--- src/shared/core_pkg.sv ---
package core_pkg;

    // ****************************************
    // Widths and sizes
    // ****************************************
    localparam int INSN_W = 14;
    localparam int DATA_W = 8;
    localparam int NIB_W = 4;
    // A 12-bit counter reaches 4K program words and wraps at the top.
    localparam int PC_W = 12;
    localparam int RAM_DEPTH = 192;
    localparam int FILE_W = 7;
    localparam int LATCH_W = 5;
    localparam int JUMP_W = 11;
    localparam int SYNC_LEN = 3;

    // ****************************************
    // Instruction word fields
    // ****************************************
    localparam int CLS_MSB = 13;
    localparam int CLS_LSB = 12;
    localparam int OP_MSB = 11;
    localparam int OP_LSB = 8;
    localparam int DEST_BIT = 7;
    localparam int BSEL_MSB = 9;
    localparam int BSEL_LSB = 7;
    localparam int LIT_MSB = 7;

    localparam logic [1:0] CLS_BYTE = 2'h0;
    localparam logic [1:0] CLS_BIT = 2'h1;
    localparam logic [1:0] CLS_JUMP = 2'h2;
    localparam logic [1:0] CLS_LIT = 2'h3;

    localparam logic [3:0] OP_MOVWF = 4'h0;
    localparam logic [3:0] OP_CLR = 4'h1;
    localparam logic [3:0] OP_SUB = 4'h2;
    localparam logic [3:0] OP_DEC = 4'h3;
    localparam logic [3:0] OP_IOR = 4'h4;
    localparam logic [3:0] OP_AND = 4'h5;
    localparam logic [3:0] OP_XOR = 4'h6;
    localparam logic [3:0] OP_ADD = 4'h7;
    localparam logic [3:0] OP_MOV = 4'h8;
    localparam logic [3:0] OP_COM = 4'h9;
    localparam logic [3:0] OP_INC = 4'hA;
    localparam logic [3:0] OP_DECSZ = 4'hB;
    localparam logic [3:0] OP_RRF = 4'hC;
    localparam logic [3:0] OP_RLF = 4'hD;
    localparam logic [3:0] OP_SWAP = 4'hE;
    localparam logic [3:0] OP_INCSZ = 4'hF;

    localparam logic [1:0] BOP_CLR = 2'h0;
    localparam logic [1:0] BOP_SET = 2'h1;
    localparam logic [1:0] BOP_TSTC = 2'h2;
    localparam logic [1:0] BOP_TSTS = 2'h3;

    localparam logic [3:0] LIT_IOR = 4'h8;
    localparam logic [3:0] LIT_AND = 4'h9;
    localparam logic [3:0] LIT_XOR = 4'hA;
    localparam logic [2:0] LIT_SUB = 3'h6;
    localparam logic [2:0] LIT_ADD = 3'h7;

    // ****************************************
    // Data memory map
    // ****************************************
    localparam logic [FILE_W-1:0] ADDR_INDIRECT = 7'h00;
    localparam logic [FILE_W-1:0] ADDR_PC_LOW = 7'h02;
    localparam logic [FILE_W-1:0] ADDR_STATUS = 7'h03;
    localparam logic [FILE_W-1:0] ADDR_FILE_SEL = 7'h04;
    localparam logic [FILE_W-1:0] ADDR_PC_LATCH = 7'h0A;
    localparam logic [FILE_W-1:0] ADDR_GPR_BASE = 7'h20;
    localparam logic [DATA_W-1:0] GPR_PER_BANK = 8'h60;

    localparam int ST_CARRY = 0;
    localparam int ST_NIBBLE = 1;
    localparam int ST_ZERO = 2;
    localparam int ST_BANK = 5;
    localparam logic [DATA_W-1:0] STATUS_WRITABLE = 8'h27;

    typedef enum logic [1:0] {PHASE_ONE, PHASE_TWO, PHASE_THREE, PHASE_FOUR} phase_t;

    typedef enum logic [3:0] {
        ALU_ADD, ALU_SUB, ALU_AND, ALU_IOR, ALU_XOR, ALU_COM, ALU_INC, ALU_DEC,
        ALU_RLF, ALU_RRF, ALU_SWAP, ALU_PASS_A, ALU_PASS_B, ALU_CLEAR, ALU_BCLR, ALU_BSET
    } alu_op_t;

endpackage : core_pkg

--- src/core/alu_unit.sv ---
`timescale 1ns/100ps
module alu_unit (
    input wire core_pkg::alu_op_t op,
    input wire logic [core_pkg::DATA_W-1:0] a,
    input wire logic [core_pkg::DATA_W-1:0] b,
    input wire logic [2:0] bitSel,
    input wire logic carryIn,
    output logic [core_pkg::DATA_W-1:0] result,
    output logic carryOut,
    output logic nibbleOut,
    output logic zeroOut
);
    import core_pkg::*;

    logic [DATA_W:0] sum;
    logic [NIB_W:0] nibSum;
    logic [DATA_W-1:0] addend;
    logic [DATA_W-1:0] mask;

    always_comb begin
        // Subtraction is b plus the two's complement of a, so carry high means no borrow.
        addend = (op == ALU_SUB) ? ~a : a;
        sum = {1'b0, b} + {1'b0, addend} + {{DATA_W{1'b0}}, op == ALU_SUB};
        nibSum = {1'b0, b[NIB_W-1:0]} + {1'b0, addend[NIB_W-1:0]}
            + {{NIB_W{1'b0}}, op == ALU_SUB};
        mask = 8'h01 << bitSel;
        carryOut = carryIn;
        nibbleOut = nibSum[NIB_W];
        unique case (op)
            ALU_ADD, ALU_SUB: begin
                result = sum[DATA_W-1:0];
                carryOut = sum[DATA_W];
            end
            ALU_AND: result = a & b;
            ALU_IOR: result = a | b;
            ALU_XOR: result = a ^ b;
            ALU_COM: result = ~b;
            ALU_INC: result = b + 8'h01;
            ALU_DEC: result = b - 8'h01;
            ALU_RLF: begin
                result = {b[DATA_W-2:0], carryIn};
                carryOut = b[DATA_W-1];
            end
            ALU_RRF: begin
                result = {carryIn, b[DATA_W-1:1]};
                carryOut = b[0];
            end
            ALU_SWAP: result = {b[NIB_W-1:0], b[DATA_W-1:NIB_W]};
            ALU_PASS_A: result = a;
            ALU_PASS_B: result = b;
            ALU_CLEAR: result = '0;
            ALU_BCLR: result = b & ~mask;
            ALU_BSET: result = b | mask;
        endcase
        zeroOut = (result == '0);
    end

endmodule : alu_unit

--- src/core/exec_core.sv ---
`timescale 1ns/100ps
// Operation
// - Fetch one 14-bit word per cycle.
// - Fetch overlaps execute; branches take two cycles.
// - 8-bit unit adds, subtracts, shifts, logic.
// - Arithmetic results are two's complement.
// - Two operands: accumulator plus file or literal.
// - One operand: accumulator or file register.
// - Accumulator is 8 bits, has no address.
// - Instructions update carry, nibble and zero flags.
// - Subtraction uses carry flags as borrow indicators.
// - Core registers and counter live in data memory.
// - Every operation works on every register.
// - 4K program words, 192 data bytes.
// - Resistor-capacitor mode: cycle output at quarter rate.
// - Low master clear resets the device.
// - Input divided into four phases per cycle.
// - Operand read phase two, written phase four.
module exec_core (
    input wire logic clk_sys,
    input wire logic rst,
    input wire logic masterClearN,
    input wire logic resistorCapacitorOscMode,
    input wire logic [core_pkg::INSN_W-1:0] progData,
    output logic [core_pkg::PC_W-1:0] progAddr,
    output logic cycleRateOutput,
    output logic [core_pkg::DATA_W-1:0] workingReg,
    output logic [core_pkg::DATA_W-1:0] statusReg
);
    import core_pkg::*;

    // ****************************************
    // State
    // ****************************************
    typedef struct packed {
        logic [SYNC_LEN-1:0] clearSync;
        logic [SYNC_LEN-1:0] oscModeSync;
        logic inClear;
        logic oscMode;
        phase_t phase;
        logic [PC_W-1:0] pc;
        logic [INSN_W-1:0] execIr;
        logic execValid;
        logic [DATA_W-1:0] operand;
        logic [DATA_W-1:0] w;
        logic [DATA_W-1:0] status;
        logic [DATA_W-1:0] fileSelect;
        logic [LATCH_W-1:0] pcLatch;
        logic cycleRate;
        logic [RAM_DEPTH-1:0][DATA_W-1:0] ram;
    } core_state_t;

    core_state_t st;
    core_state_t next_st;

    // Kept as plain bits so the decode can fill it inside concatenations.
    logic [$bits(alu_op_t)-1:0] aluOp;
    logic [DATA_W-1:0] aluResult;
    logic aluCarry;
    logic aluNibble;
    logic aluZero;
    logic toW;
    logic toFile;
    logic setC;
    logic setNibble;
    logic setZ;
    logic skipOnZero;
    logic isLiteral;
    logic redirect;
    logic skipNext;
    logic [PC_W-1:0] target;
    logic [DATA_W-1:0] addr;

    function automatic logic [DATA_W-1:0] ramIndex(input logic [DATA_W-1:0] a);
        logic [FILE_W-1:0] offset;
        offset = a[FILE_W-1:0] - ADDR_GPR_BASE;
        return {1'b0, offset} + (a[DATA_W-1] ? GPR_PER_BANK : '0);
    endfunction : ramIndex

    // Core registers answer in both banks; locations with no register read as zero.
    function automatic logic [DATA_W-1:0] readFile(input logic [DATA_W-1:0] a,
                                                    input core_state_t s);
        unique case (a[FILE_W-1:0])
            ADDR_INDIRECT: return '0;
            ADDR_PC_LOW: return s.pc[DATA_W-1:0];
            ADDR_STATUS: return s.status;
            ADDR_FILE_SEL: return s.fileSelect;
            ADDR_PC_LATCH: return {{(DATA_W-LATCH_W){1'b0}}, s.pcLatch};
            default: return (a[FILE_W-1:0] >= ADDR_GPR_BASE) ? s.ram[ramIndex(a)] : '0;
        endcase
    endfunction : readFile

    alu_unit u_alu (
        .op(alu_op_t'(aluOp)),
        .a(st.w),
        .b(st.operand),
        .bitSel(st.execIr[BSEL_MSB:BSEL_LSB]),
        .carryIn(st.status[ST_CARRY]),
        .result(aluResult),
        .carryOut(aluCarry),
        .nibbleOut(aluNibble),
        .zeroOut(aluZero)
    );

    // ****************************************
    // Decode and execute
    // ****************************************
    always_comb begin
        next_st = st;
        aluOp = ALU_PASS_B;
        toW = 1'b0;
        toFile = 1'b0;
        setC = 1'b0;
        setNibble = 1'b0;
        setZ = 1'b0;
        skipOnZero = 1'b0;
        isLiteral = 1'b0;
        redirect = 1'b0;
        skipNext = 1'b0;
        target = st.pc + 12'h001;
        // A file field of zero goes through the pointer, so any register is reachable.
        addr = (st.execIr[FILE_W-1:0] == ADDR_INDIRECT) ? st.fileSelect
            : {st.status[ST_BANK], st.execIr[FILE_W-1:0]};

        unique case (st.execIr[CLS_MSB:CLS_LSB])
            CLS_BYTE: begin
                toW = ~st.execIr[DEST_BIT];
                toFile = st.execIr[DEST_BIT];
                unique case (st.execIr[OP_MSB:OP_LSB])
                    OP_MOVWF: begin
                        aluOp = ALU_PASS_A;
                        toW = 1'b0;
                    end
                    OP_CLR: begin
                        aluOp = ALU_CLEAR;
                        setZ = 1'b1;
                    end
                    OP_SUB: begin
                        aluOp = ALU_SUB;
                        {setC, setNibble, setZ} = 3'h7;
                    end
                    OP_ADD: begin
                        aluOp = ALU_ADD;
                        {setC, setNibble, setZ} = 3'h7;
                    end
                    OP_DEC: {aluOp, setZ} = {ALU_DEC, 1'b1};
                    OP_IOR: {aluOp, setZ} = {ALU_IOR, 1'b1};
                    OP_AND: {aluOp, setZ} = {ALU_AND, 1'b1};
                    OP_XOR: {aluOp, setZ} = {ALU_XOR, 1'b1};
                    OP_MOV: {aluOp, setZ} = {ALU_PASS_B, 1'b1};
                    OP_COM: {aluOp, setZ} = {ALU_COM, 1'b1};
                    OP_INC: {aluOp, setZ} = {ALU_INC, 1'b1};
                    OP_DECSZ: {aluOp, skipOnZero} = {ALU_DEC, 1'b1};
                    OP_INCSZ: {aluOp, skipOnZero} = {ALU_INC, 1'b1};
                    OP_RRF: {aluOp, setC} = {ALU_RRF, 1'b1};
                    OP_RLF: {aluOp, setC} = {ALU_RLF, 1'b1};
                    OP_SWAP: aluOp = ALU_SWAP;
                endcase
            end
            CLS_BIT: begin
                unique case (st.execIr[OP_MSB:BSEL_MSB+1])
                    BOP_CLR: {aluOp, toFile} = {ALU_BCLR, 1'b1};
                    BOP_SET: {aluOp, toFile} = {ALU_BSET, 1'b1};
                    BOP_TSTC: skipNext = ~st.operand[st.execIr[BSEL_MSB:BSEL_LSB]];
                    BOP_TSTS: skipNext = st.operand[st.execIr[BSEL_MSB:BSEL_LSB]];
                endcase
            end
            CLS_JUMP: begin
                redirect = 1'b1;
                target = {st.pcLatch[PC_W-JUMP_W-1+NIB_W-1], st.execIr[JUMP_W-1:0]};
            end
            CLS_LIT: begin
                isLiteral = 1'b1;
                toW = 1'b1;
                if (st.execIr[OP_MSB] == 1'b0) begin
                    aluOp = ALU_PASS_B;
                end else if (st.execIr[OP_MSB:OP_LSB+1] == LIT_SUB) begin
                    aluOp = ALU_SUB;
                    {setC, setNibble, setZ} = 3'h7;
                end else if (st.execIr[OP_MSB:OP_LSB+1] == LIT_ADD) begin
                    aluOp = ALU_ADD;
                    {setC, setNibble, setZ} = 3'h7;
                end else if (st.execIr[OP_MSB:OP_LSB] == LIT_IOR) begin
                    {aluOp, setZ} = {ALU_IOR, 1'b1};
                end else if (st.execIr[OP_MSB:OP_LSB] == LIT_AND) begin
                    {aluOp, setZ} = {ALU_AND, 1'b1};
                end else if (st.execIr[OP_MSB:OP_LSB] == LIT_XOR) begin
                    {aluOp, setZ} = {ALU_XOR, 1'b1};
                end
            end
        endcase

        // Three-stage pin synchronisers; a level counts once stages two and three agree.
        next_st.clearSync = {st.clearSync[SYNC_LEN-2:0], masterClearN};
        next_st.oscModeSync = {st.oscModeSync[SYNC_LEN-2:0], resistorCapacitorOscMode};
        if (st.clearSync[1] == st.clearSync[2]) begin
            next_st.inClear = ~st.clearSync[2];
        end
        if (st.oscModeSync[1] == st.oscModeSync[2]) begin
            next_st.oscMode = st.oscModeSync[2];
        end

        unique case (st.phase)
            PHASE_ONE: next_st.phase = PHASE_TWO;
            PHASE_TWO: begin
                next_st.phase = PHASE_THREE;
                next_st.operand = isLiteral ? st.execIr[LIT_MSB:0] : readFile(addr, st);
            end
            PHASE_THREE: next_st.phase = PHASE_FOUR;
            PHASE_FOUR: begin
                next_st.phase = PHASE_ONE;
                if (st.execValid) begin
                    skipNext = skipNext | (skipOnZero & aluZero);
                    if (toW) begin
                        next_st.w = aluResult;
                    end
                    if (toFile) begin
                        unique case (addr[FILE_W-1:0])
                            ADDR_INDIRECT: ;
                            ADDR_PC_LOW: begin
                                redirect = 1'b1;
                                target = {st.pcLatch[NIB_W-1:0], aluResult};
                            end
                            ADDR_STATUS: next_st.status = aluResult & STATUS_WRITABLE;
                            ADDR_FILE_SEL: next_st.fileSelect = aluResult;
                            ADDR_PC_LATCH: next_st.pcLatch = aluResult[LATCH_W-1:0];
                            default: begin
                                if (addr[FILE_W-1:0] >= ADDR_GPR_BASE) begin
                                    next_st.ram[ramIndex(addr)] = aluResult;
                                end
                            end
                        endcase
                    end
                    // Flag updates win over a direct write of the same status bits.
                    if (setC) next_st.status[ST_CARRY] = aluCarry;
                    if (setNibble) next_st.status[ST_NIBBLE] = aluNibble;
                    if (setZ) next_st.status[ST_ZERO] = aluZero;
                end else begin
                    redirect = 1'b0;
                    skipNext = 1'b0;
                end
                // The word fetched this cycle is dropped when flow changes.
                next_st.execIr = progData;
                next_st.execValid = ~(redirect | skipNext);
                next_st.pc = redirect ? target : st.pc + 12'h001;
            end
        endcase

        if (st.inClear) begin
            next_st.phase = PHASE_ONE;
            next_st.pc = '0;
            next_st.execValid = 1'b0;
            next_st.w = '0;
            next_st.status = '0;
            next_st.fileSelect = '0;
            next_st.pcLatch = '0;
        end
        next_st.cycleRate = next_st.oscMode &
            (next_st.phase == PHASE_THREE || next_st.phase == PHASE_FOUR);
    end

    always_ff @(posedge clk_sys) begin
        if (rst) begin
            st <= '0;
        end else begin
            st <= next_st;
        end
    end

    assign progAddr = st.pc;
    assign cycleRateOutput = st.cycleRate;
    assign workingReg = st.w;
    assign statusReg = st.status;
endmodule : exec_core

--- config.mk ---
export PLATFORM = sky130hd
export DESIGN_NAME = exec_core
export DESIGN_NICKNAME = d
export VERILOG_FILES = /design/src/shared/core_pkg.sv /design/src/core/alu_unit.sv /design/src/core/exec_core.sv
export SDC_FILE = /design/constraint.sdc
export NUM_CORES = 2
export LEC_CHECK = 0
export BUFFER_PORTS_ARGS = -buffer_cell sky130_fd_sc_hd__buf_2
export CORE_ASPECT_RATIO = 0.6
export CORE_UTILIZATION = 41
export DETAILED_ROUTE_END_ITERATION = 10
export MAX_ROUTING_LAYER = met4
export PLACE_DENSITY = 0.59
export SYNTH_ARGS = -nofsm -noshare
export SYNTH_HDL_FRONTEND = slang
export SYNTH_SLANG_ARGS = --single-unit
--- constraint.sdc ---
create_clock -name clk_sys -period 6.1 [get_ports clk_sys]
set_input_delay 0 -clock clk_sys [delete_from_list [all_inputs] [get_ports clk_sys]]
set_output_delay 0 -clock clk_sys [all_outputs]
set_load 0.02 [all_outputs]
**After elaboration in Yosys (flattened, before gate mapping)**

Index checks and enable logic that the tools add are counted.

- Register bits: 1607
- Latch bits: 0
- Bits in writable memories: 0
- Bits in read-only memories: 0
- Input port bits: 18
- Output and inout port bits: 29
- Word-level logic and storage cells: 395
- Memories kept: 0

- Add/subtract/negate cells: 9
- Multiply operators: 0
- Div/mod/pow operators: 0
- $lt $le $gt $ge: 4
- Eq/ne operators: 50
- Shifts and indexed selects: 1
- Multiplexer cells: 71
- Bitwise gates (word level): 17
- Reductions and logical operators: 34

Operators with widths:

| kind | number |
|---|---|
| 1536-bit bitwise mux | 1 |
| 8-bit one-hot mux with 15 select lines | 1 |
| 8-bit binary-select mux with 8-bit select | 1 |
| 8-bit demux with 8-bit select | 1 |
| 4-bit == test, second input constant | 16 |
| 12-bit two-way mux | 5 |
| 8-bit two-way mux | 7 |
| 4-bit one-hot mux with 14 select lines | 1 |
| 8-bit one-hot mux with 5 select lines | 1 |
| 4-bit by 3-bit == test with 1-bit output, second input constant | 8 |
| 1-bit two-way mux | 30 |
| 27-bit two-way mux | 1 |
| 4-bit two-way mux | 6 |
| 8-bit inverter | 3 |
| 4-bit AND reduction | 5 |
| 8-bit AND | 2 |
| 2-bit == test, second input constant | 8 |
| 4-bit by 2-bit == test with 1-bit output, second input constant | 4 |
| 16-bit two-way mux | 1 |
| 8-bit bitwise OR | 2 |
| 7-bit by 2-bit == test with 1-bit output, second input constant | 2 |
| 7-bit logical NOT | 2 |
| 14-bit two-way mux | 1 |
| 2-bit OR reduction | 7 |
| 45 further kinds | 70 |

**Logic depth before layout (Yosys ltp)**

- Depth after elaboration: 25
- Gate-level depth with buffers: 22

**Modules after synthesis**

A second synthesis with hierarchy kept.

- Cells, all modules: 9549
- Area total of the unflattened synthesis: 70053.4 µm²

By module, submodules not included:

| module | times used | cells an instance | area each (µm²) | sequential area each (µm²) |
|---|---|---|---|---|
| exec_core | 1 | 9265 | 68165.4 | 32170.9 |
| alu_unit | 1 | 284 | 1888.1 | 0.0 |

**Worst setup path after synthesis**

No wires, ideal clock.

- Path type: register -> register
- Start: register st[1588] (netlist name)
- End: register st[317] (netlist name)
- Library setup time: 0.139 ns
- Data arrival time: 4.397 ns
- Data required time: 5.961 ns
- Path slack: 1.564 ns
- Cell stages (with the launch flop): 20
- Clock period less this slack: 4.536 ns
- Cells stage by stage: dfxtp_1 > inv_1 > ha_1 > or2_2 > a2111o_1 > nor3_1 > buf_2 > nand2_1 > xnor2_1 > ha_1 > a21oi_1 > o21ai_0 > or3_1 > o21ai_0 > xor2_1 > o211a_1 > clkbuf_1 > clkbuf_1 > clkbuf_1 > a211oi_1

- Longest elaborated chain between the ends: 8
- Elaborated cells between the ends (all ways): 28
- Those cells by class: 2 x add/sub; 17 x eq/ne; 5 x mux; 4 x reduce/logical

RTL lines:

| element | line | source |
|---|---|---|
| start: declaration | exec_core.sv:53 | `core_state_t st;` |
| start signal: assignment | exec_core.sv:266 | `st <= next_st;` |
| 2-bit == test (tied with other cells) | exec_core.sv:125 | `unique case (st.execIr[CLS_MSB:CLS_LSB])` |
| 4-bit one-hot mux with 3 select lines | exec_core.sv:125 |  |
| 4-bit by 1-bit == test with 1-bit output | alu_unit.sv:22, alu_unit.sv:23, alu_unit.sv:29 |  |
| 8-bit two-way mux | alu_unit.sv:22 | `addend = (op == ALU_SUB) ? ~a : a;` |
| 8-bit by 8-bit adder with 9-bit output | alu_unit.sv:23 | `sum = {1'b0, b} + {1'b0, addend} + {{DATA_W{1'b0}}, op == ALU_SUB};` |
| 9-bit by 1-bit adder with 9-bit output | alu_unit.sv:23 |  |
| 8-bit one-hot mux with 15 select lines | alu_unit.sv:29 | `unique case (op)` |
| 1536-bit bitwise mux | exec_core.sv:229 | `next_st.ram[ramIndex(addr)] = aluResult;` |

Several ways; a longest one is shown, not always the timed one.
A chain may end at the register's enable or synchronous reset.

**Final worst setup path**

- Start: register st[1576] (netlist name)
- End: register st[75] (netlist name)

- Longest elaborated chain between the ends: 9
- Elaborated cells between the ends (all ways): 20
- Those cells by class: 2 x add/sub; 3 x order compare; 4 x eq/ne; 5 x mux; 1 x bitwise; 5 x reduce/logical

RTL lines:

| element | line | source |
|---|---|---|
| 7-bit logical NOT | exec_core.sv:122 | `addr = (st.execIr[FILE_W-1:0] == ADDR_INDIRECT) ? st.fileSelect` |
| 8-bit two-way mux (*) | exec_core.sv:122 |  |
| 7-bit by 6-bit subtractor with 7-bit output / 7-bit two-way mux (equally long branches) | exec_core.sv:76, exec_core.sv:77 |  |
| 7-bit by 7-bit adder with 8-bit output | exec_core.sv:77 | `return {1'b0, offset} + (a[DATA_W-1] ? GPR_PER_BANK : '0);` |
| 8-bit by 9-bit less-than comparator with 1-bit output (not written as such) / 8-bit by 1-bit >= comparator with 1-bit output (equally long branches) | exec_core.sv:229 |  |
| 1-bit logical AND (not written as such) | exec_core.sv:229 |  |
| 8-bit two-way mux (not written as such) | exec_core.sv:229 |  |
| 8-bit demux with 8-bit select | exec_core.sv:229 |  |
| 1536-bit bitwise mux | exec_core.sv:229 |  |

Mark *: on every way between the ends. The rest lies on a longest branch, timed or not.

==> summary.md <==
| Metric | Value |
|---|---|
| Status | `finished, violations left` |
| Failing checks | `capacitance limit` |
| Critical Path Start Type | `register` |
| Clk slew on worst S/H paths | `0.07 ns` |
| DR WL/cell | `around 25 µm` |
| Routability cong. | `a little under 1` |
| PostCTS Resize Cnt | `0` |
| Hold WC Path Type | `in -> reg` |
| Largest area contributor in the netlist | `dfxtp_1` |
| CTS tree | `built` |
| Commonest non-fill, non-tap cell in the layout | `nor2_1` |
| First-pass GRT wire length | `405000 µm` |
| Worst clock skew | `0.0644 ns` |
| 1st-pass router iterations | `10` |
| Hold Path Origin | `progData[4]` |
| #FFs+latches synth | `1607` |
| Vias in the first global route | `roughly 60k` |
| Hold path cells | `4` |
| Post-synth ARST share | `0` |
| Sink Count | `1607` |
| Area delta synth->final | `12.2%` |
| Total Power | `21.0 mW` |
| Worst IR Drop VDD | `0.000191 V` |
| DR vias/cell | `about 6.1` |
| Die area | `172000 µm²` |
| Fmax | `185 MHz` |
| Max-Cap Viols | `1` |
| CP Capture Type | `register` |
| Arr. time, crit path | `6.04 ns` |
| # DRC | `0` |
| Ys Warns | `0` |
| Worst slew margin | `0.00910` |
| Slew @ Worst Pin | `1.48 ns` |
| TNS Setup | `0 ns` |
| Area contributors post-synth | `dfxtp_1 (46%), nor2_1 (10%), a21oi_1 (7.7%)` |
| Synth top area share | `0.462` |
| DR iter-0 viols | `9556` |
| Storage cell area | `~32000 µm²` |
| Crit path kind | `reg -> reg` |
| Die width | `534 µm` |
| Post-CTS Setup Bufs | `0` |
| Pre-CTS WS | `0.850 ns` |
| Top FF cell, synth | `dfxtp_1` |
| Crit path cell chain | `buf_4 > nor2_2 > and3_1 > mux2_2 > ha_1 > fa_1 > or2_2 > nor3_2 > nand2_1 > a21oi_1 > nor2_1` |
| Crit Reg-Reg Endpoint | `st[75]` |
| PwrDens | `269 nW/µm²` |
| Critical Path Max Stage Delay | `1.04 ns` |
| # IOs | `47` |
| Yosys cell types | `98` |
| Syn Area/Cell | `7.82 µm²` |
| Post-route setup slack | `0.696 ns` |
| Initial antenna violation count | `16` |
| Syn Inst Count | `between 8k and 9k` |
| WL final | `276000 µm` |
| Slowest-stage cell, CP | `nor3_2` |
| Hold path endpoint | `st[1579]` |
| Final Hold Violating Endpoints | `0` |
| Clock Tree Buf Depth | `4` |
| Finished Cell Area | `roughly 80000 µm²` |
| Nets@finish | `8734` |
| Layout cell share with drive strength beyond 1 | `0.0852` |
| Layout fillers | `16.4k` |
| Unrepaired setup endpoints after global routing | `false` |
| Delay-heaviest family, CP | `simple AND/OR/NAND/NOR gates` |
| Final setup fails | `0` |
| Mapped cell area | `69600 µm²` |
| Post-synthesis sequential area ratio | `0.462` |
| Multi-input logic area | `34600 µm²` |
| LEAKAGE | `25.1 nW` |
| Crit-path max FO | `16` |
| Antenna-violating nets left | `0` |
| R2R Setup Slk | `0.70 ns` |
| FF-to-FF path depth | `11` |
| Required time worst endpoint | `6.73 ns` |
| Hold Slack | `0.0492 ns` |
| Worst r2r src | `st[1576]` |
| Largest net degree at the start of global routing | `220` |
| GRT Util Overall | `0.319` |
| IO Port Bufs | `42` |
| Final max-slew violation count | `0` |
| Core area | `168000 µm²` |
| Final period utilization | `0.886` |
| DP Area | `72800 µm²` |
| Insertion delay to the later sink of the worst-skew pair | `roughly 0.83 ns` |
| Fin crit period | `around 5.4 ns` |
| EDFF count, synth | `0` |
| Initial Util | `0.415` |
| Most frequent cells in the layout | `nor2_1 (1882), dfxtp_1 (1607), nand2_1 (1390)` |
| Detailed placer's ending HPWL | `178000 µm` |
| Clock root buffer | `clkbuf_16` |
| CTS Buf Count | `156` |
| CTS HTree Levels | `4` |
| Die Ht | `321 µm` |
| Vias | `slightly below 70k` |
| Gr ovfl total | `0` |
| # rows | `around 120` |
| Worst path buffer plus inverter count | `1` |
-- flip-flops by register name, indices dropped and copies added, names as in the netlist --
name and flops:
cycleRateOutput 1, workingReg 8, st 1578, statusReg 4, progAddr 12, next_st 4
-- tightest hold or removal path: cells and delay by family --
kind	cells	cell delay [ns]
buf+inv	2	0.65
mux	1	0.07
simple gates	1	0.08
-- Yosys cell counts (7+ instances only) --
cell and count:
o22ai_1 230, o211ai_1 10, or2_2 7, clkbuf_1 493, nor3_1 167, dfxtp_1 1607, o21a_1 7, o2111ai_1 12
nor3_2 12, xnor2_1 16, xor2_1 8, a2111oi_0 7, nor2_1 1900, a22oi_1 84, nand2b_1 21, nor4_1 9
nand2_1 1392, ha_1 24, buf_4 29, a21oi_1 1075, nand3_1 26, o31ai_1 28, nor2_2 82, and2_1 9
or3_1 20, inv_1 23, a21o_1 10, a31oi_1 19, mux2i_1 46, nor2_4 29, and3_1 9, a32oi_1 7
o22a_1 236, a41oi_1 8, a211oi_1 547, o221ai_1 239, o21ai_0 40, nor2b_1 16, buf_1 75, buf_2 141
a221oi_1 49
-- per-stage QoR --
step           utilization  cells
2_1_floorplan            -   8901
3_3_place_gp         0.434  10700
3_5_place_dp         0.434  10700
4_1_cts              0.466  11000
5_1_grt              0.466  11000
6_report             0.466  11000
-- area by class of cell --
cell class | instances | area share
Timing Repair Buffer | 370 | 0.0451
Multi-Input combinational cell | 6530 | 0.442
Inverter | 24 | 0.00115
Sequential cell | 1607 | 0.412
Tap cell | 2242 | 0.0359
Clock buffer | 218 | 0.0566
Antenna cell | 9 | 0.000288
Clock inverter | 45 | 0.00717
-- cell families (layout without fill, tap and decap cells) --
kind of cell / after synthesis / count (layout) / share of synthesized area
mux: 53 / 53 / 0.00872
buf+inv: 764 / 657 / 0.0455
fa+ha+maj: 28 / 28 / 0.00532
xor+xnor: 24 / 24 / 0.00302
compound gates: 2688 / 2688 / 0.258
simple gates: 3733 / 3733 / 0.217
flops: 1607 / 1607 / 0.462
other cells: 1 / 13 / 0.0000539
-- metal layers --
metal	vias up	track usage	part of all wire	wire length (µm)
met5	-	-	0	0
met4	0	0.0992	0.032	8780
met3	530	0.0975	0.12	34500
met2	3606	0.423	0.40	110000
met1	32500	0.453	0.45	123000
li1	30900	-	-	-
-- repair_timing --
action | CTS | global route
endpoints found under the setup margin | 0 | 0
hold endpoints to repair | 82 | 0
hold buffers | 35 | 0
-- worst max-delay path by stage --
stage | from | to | slack [ns] | cells after the start
2_1_floorplan | st[1588] | st[317] | 1.56 | 19
3_3_place_gp | st[1576] | st[67] | 0.92 | 11
3_5_place_dp | st[1576] | st[75] | 0.85 | 11
4_1_cts | st[1576] | st[73] | 0.82 | 11
5_1_grt | st[1576] | st[41] | 0.37 | 11
6_report | st[1576] | st[75] | 0.70 | 11
-- report_power, final --
group | leakage (nW) | internal [mW] | switching, mW
registers | 12.9 | 10.5 | 0.00547
clock network | 2.43 | 5.56 | 4.32
logic | 9.76 | 0.160 | 0.488
No activity file was read; power rests on OpenSTA's default activity.
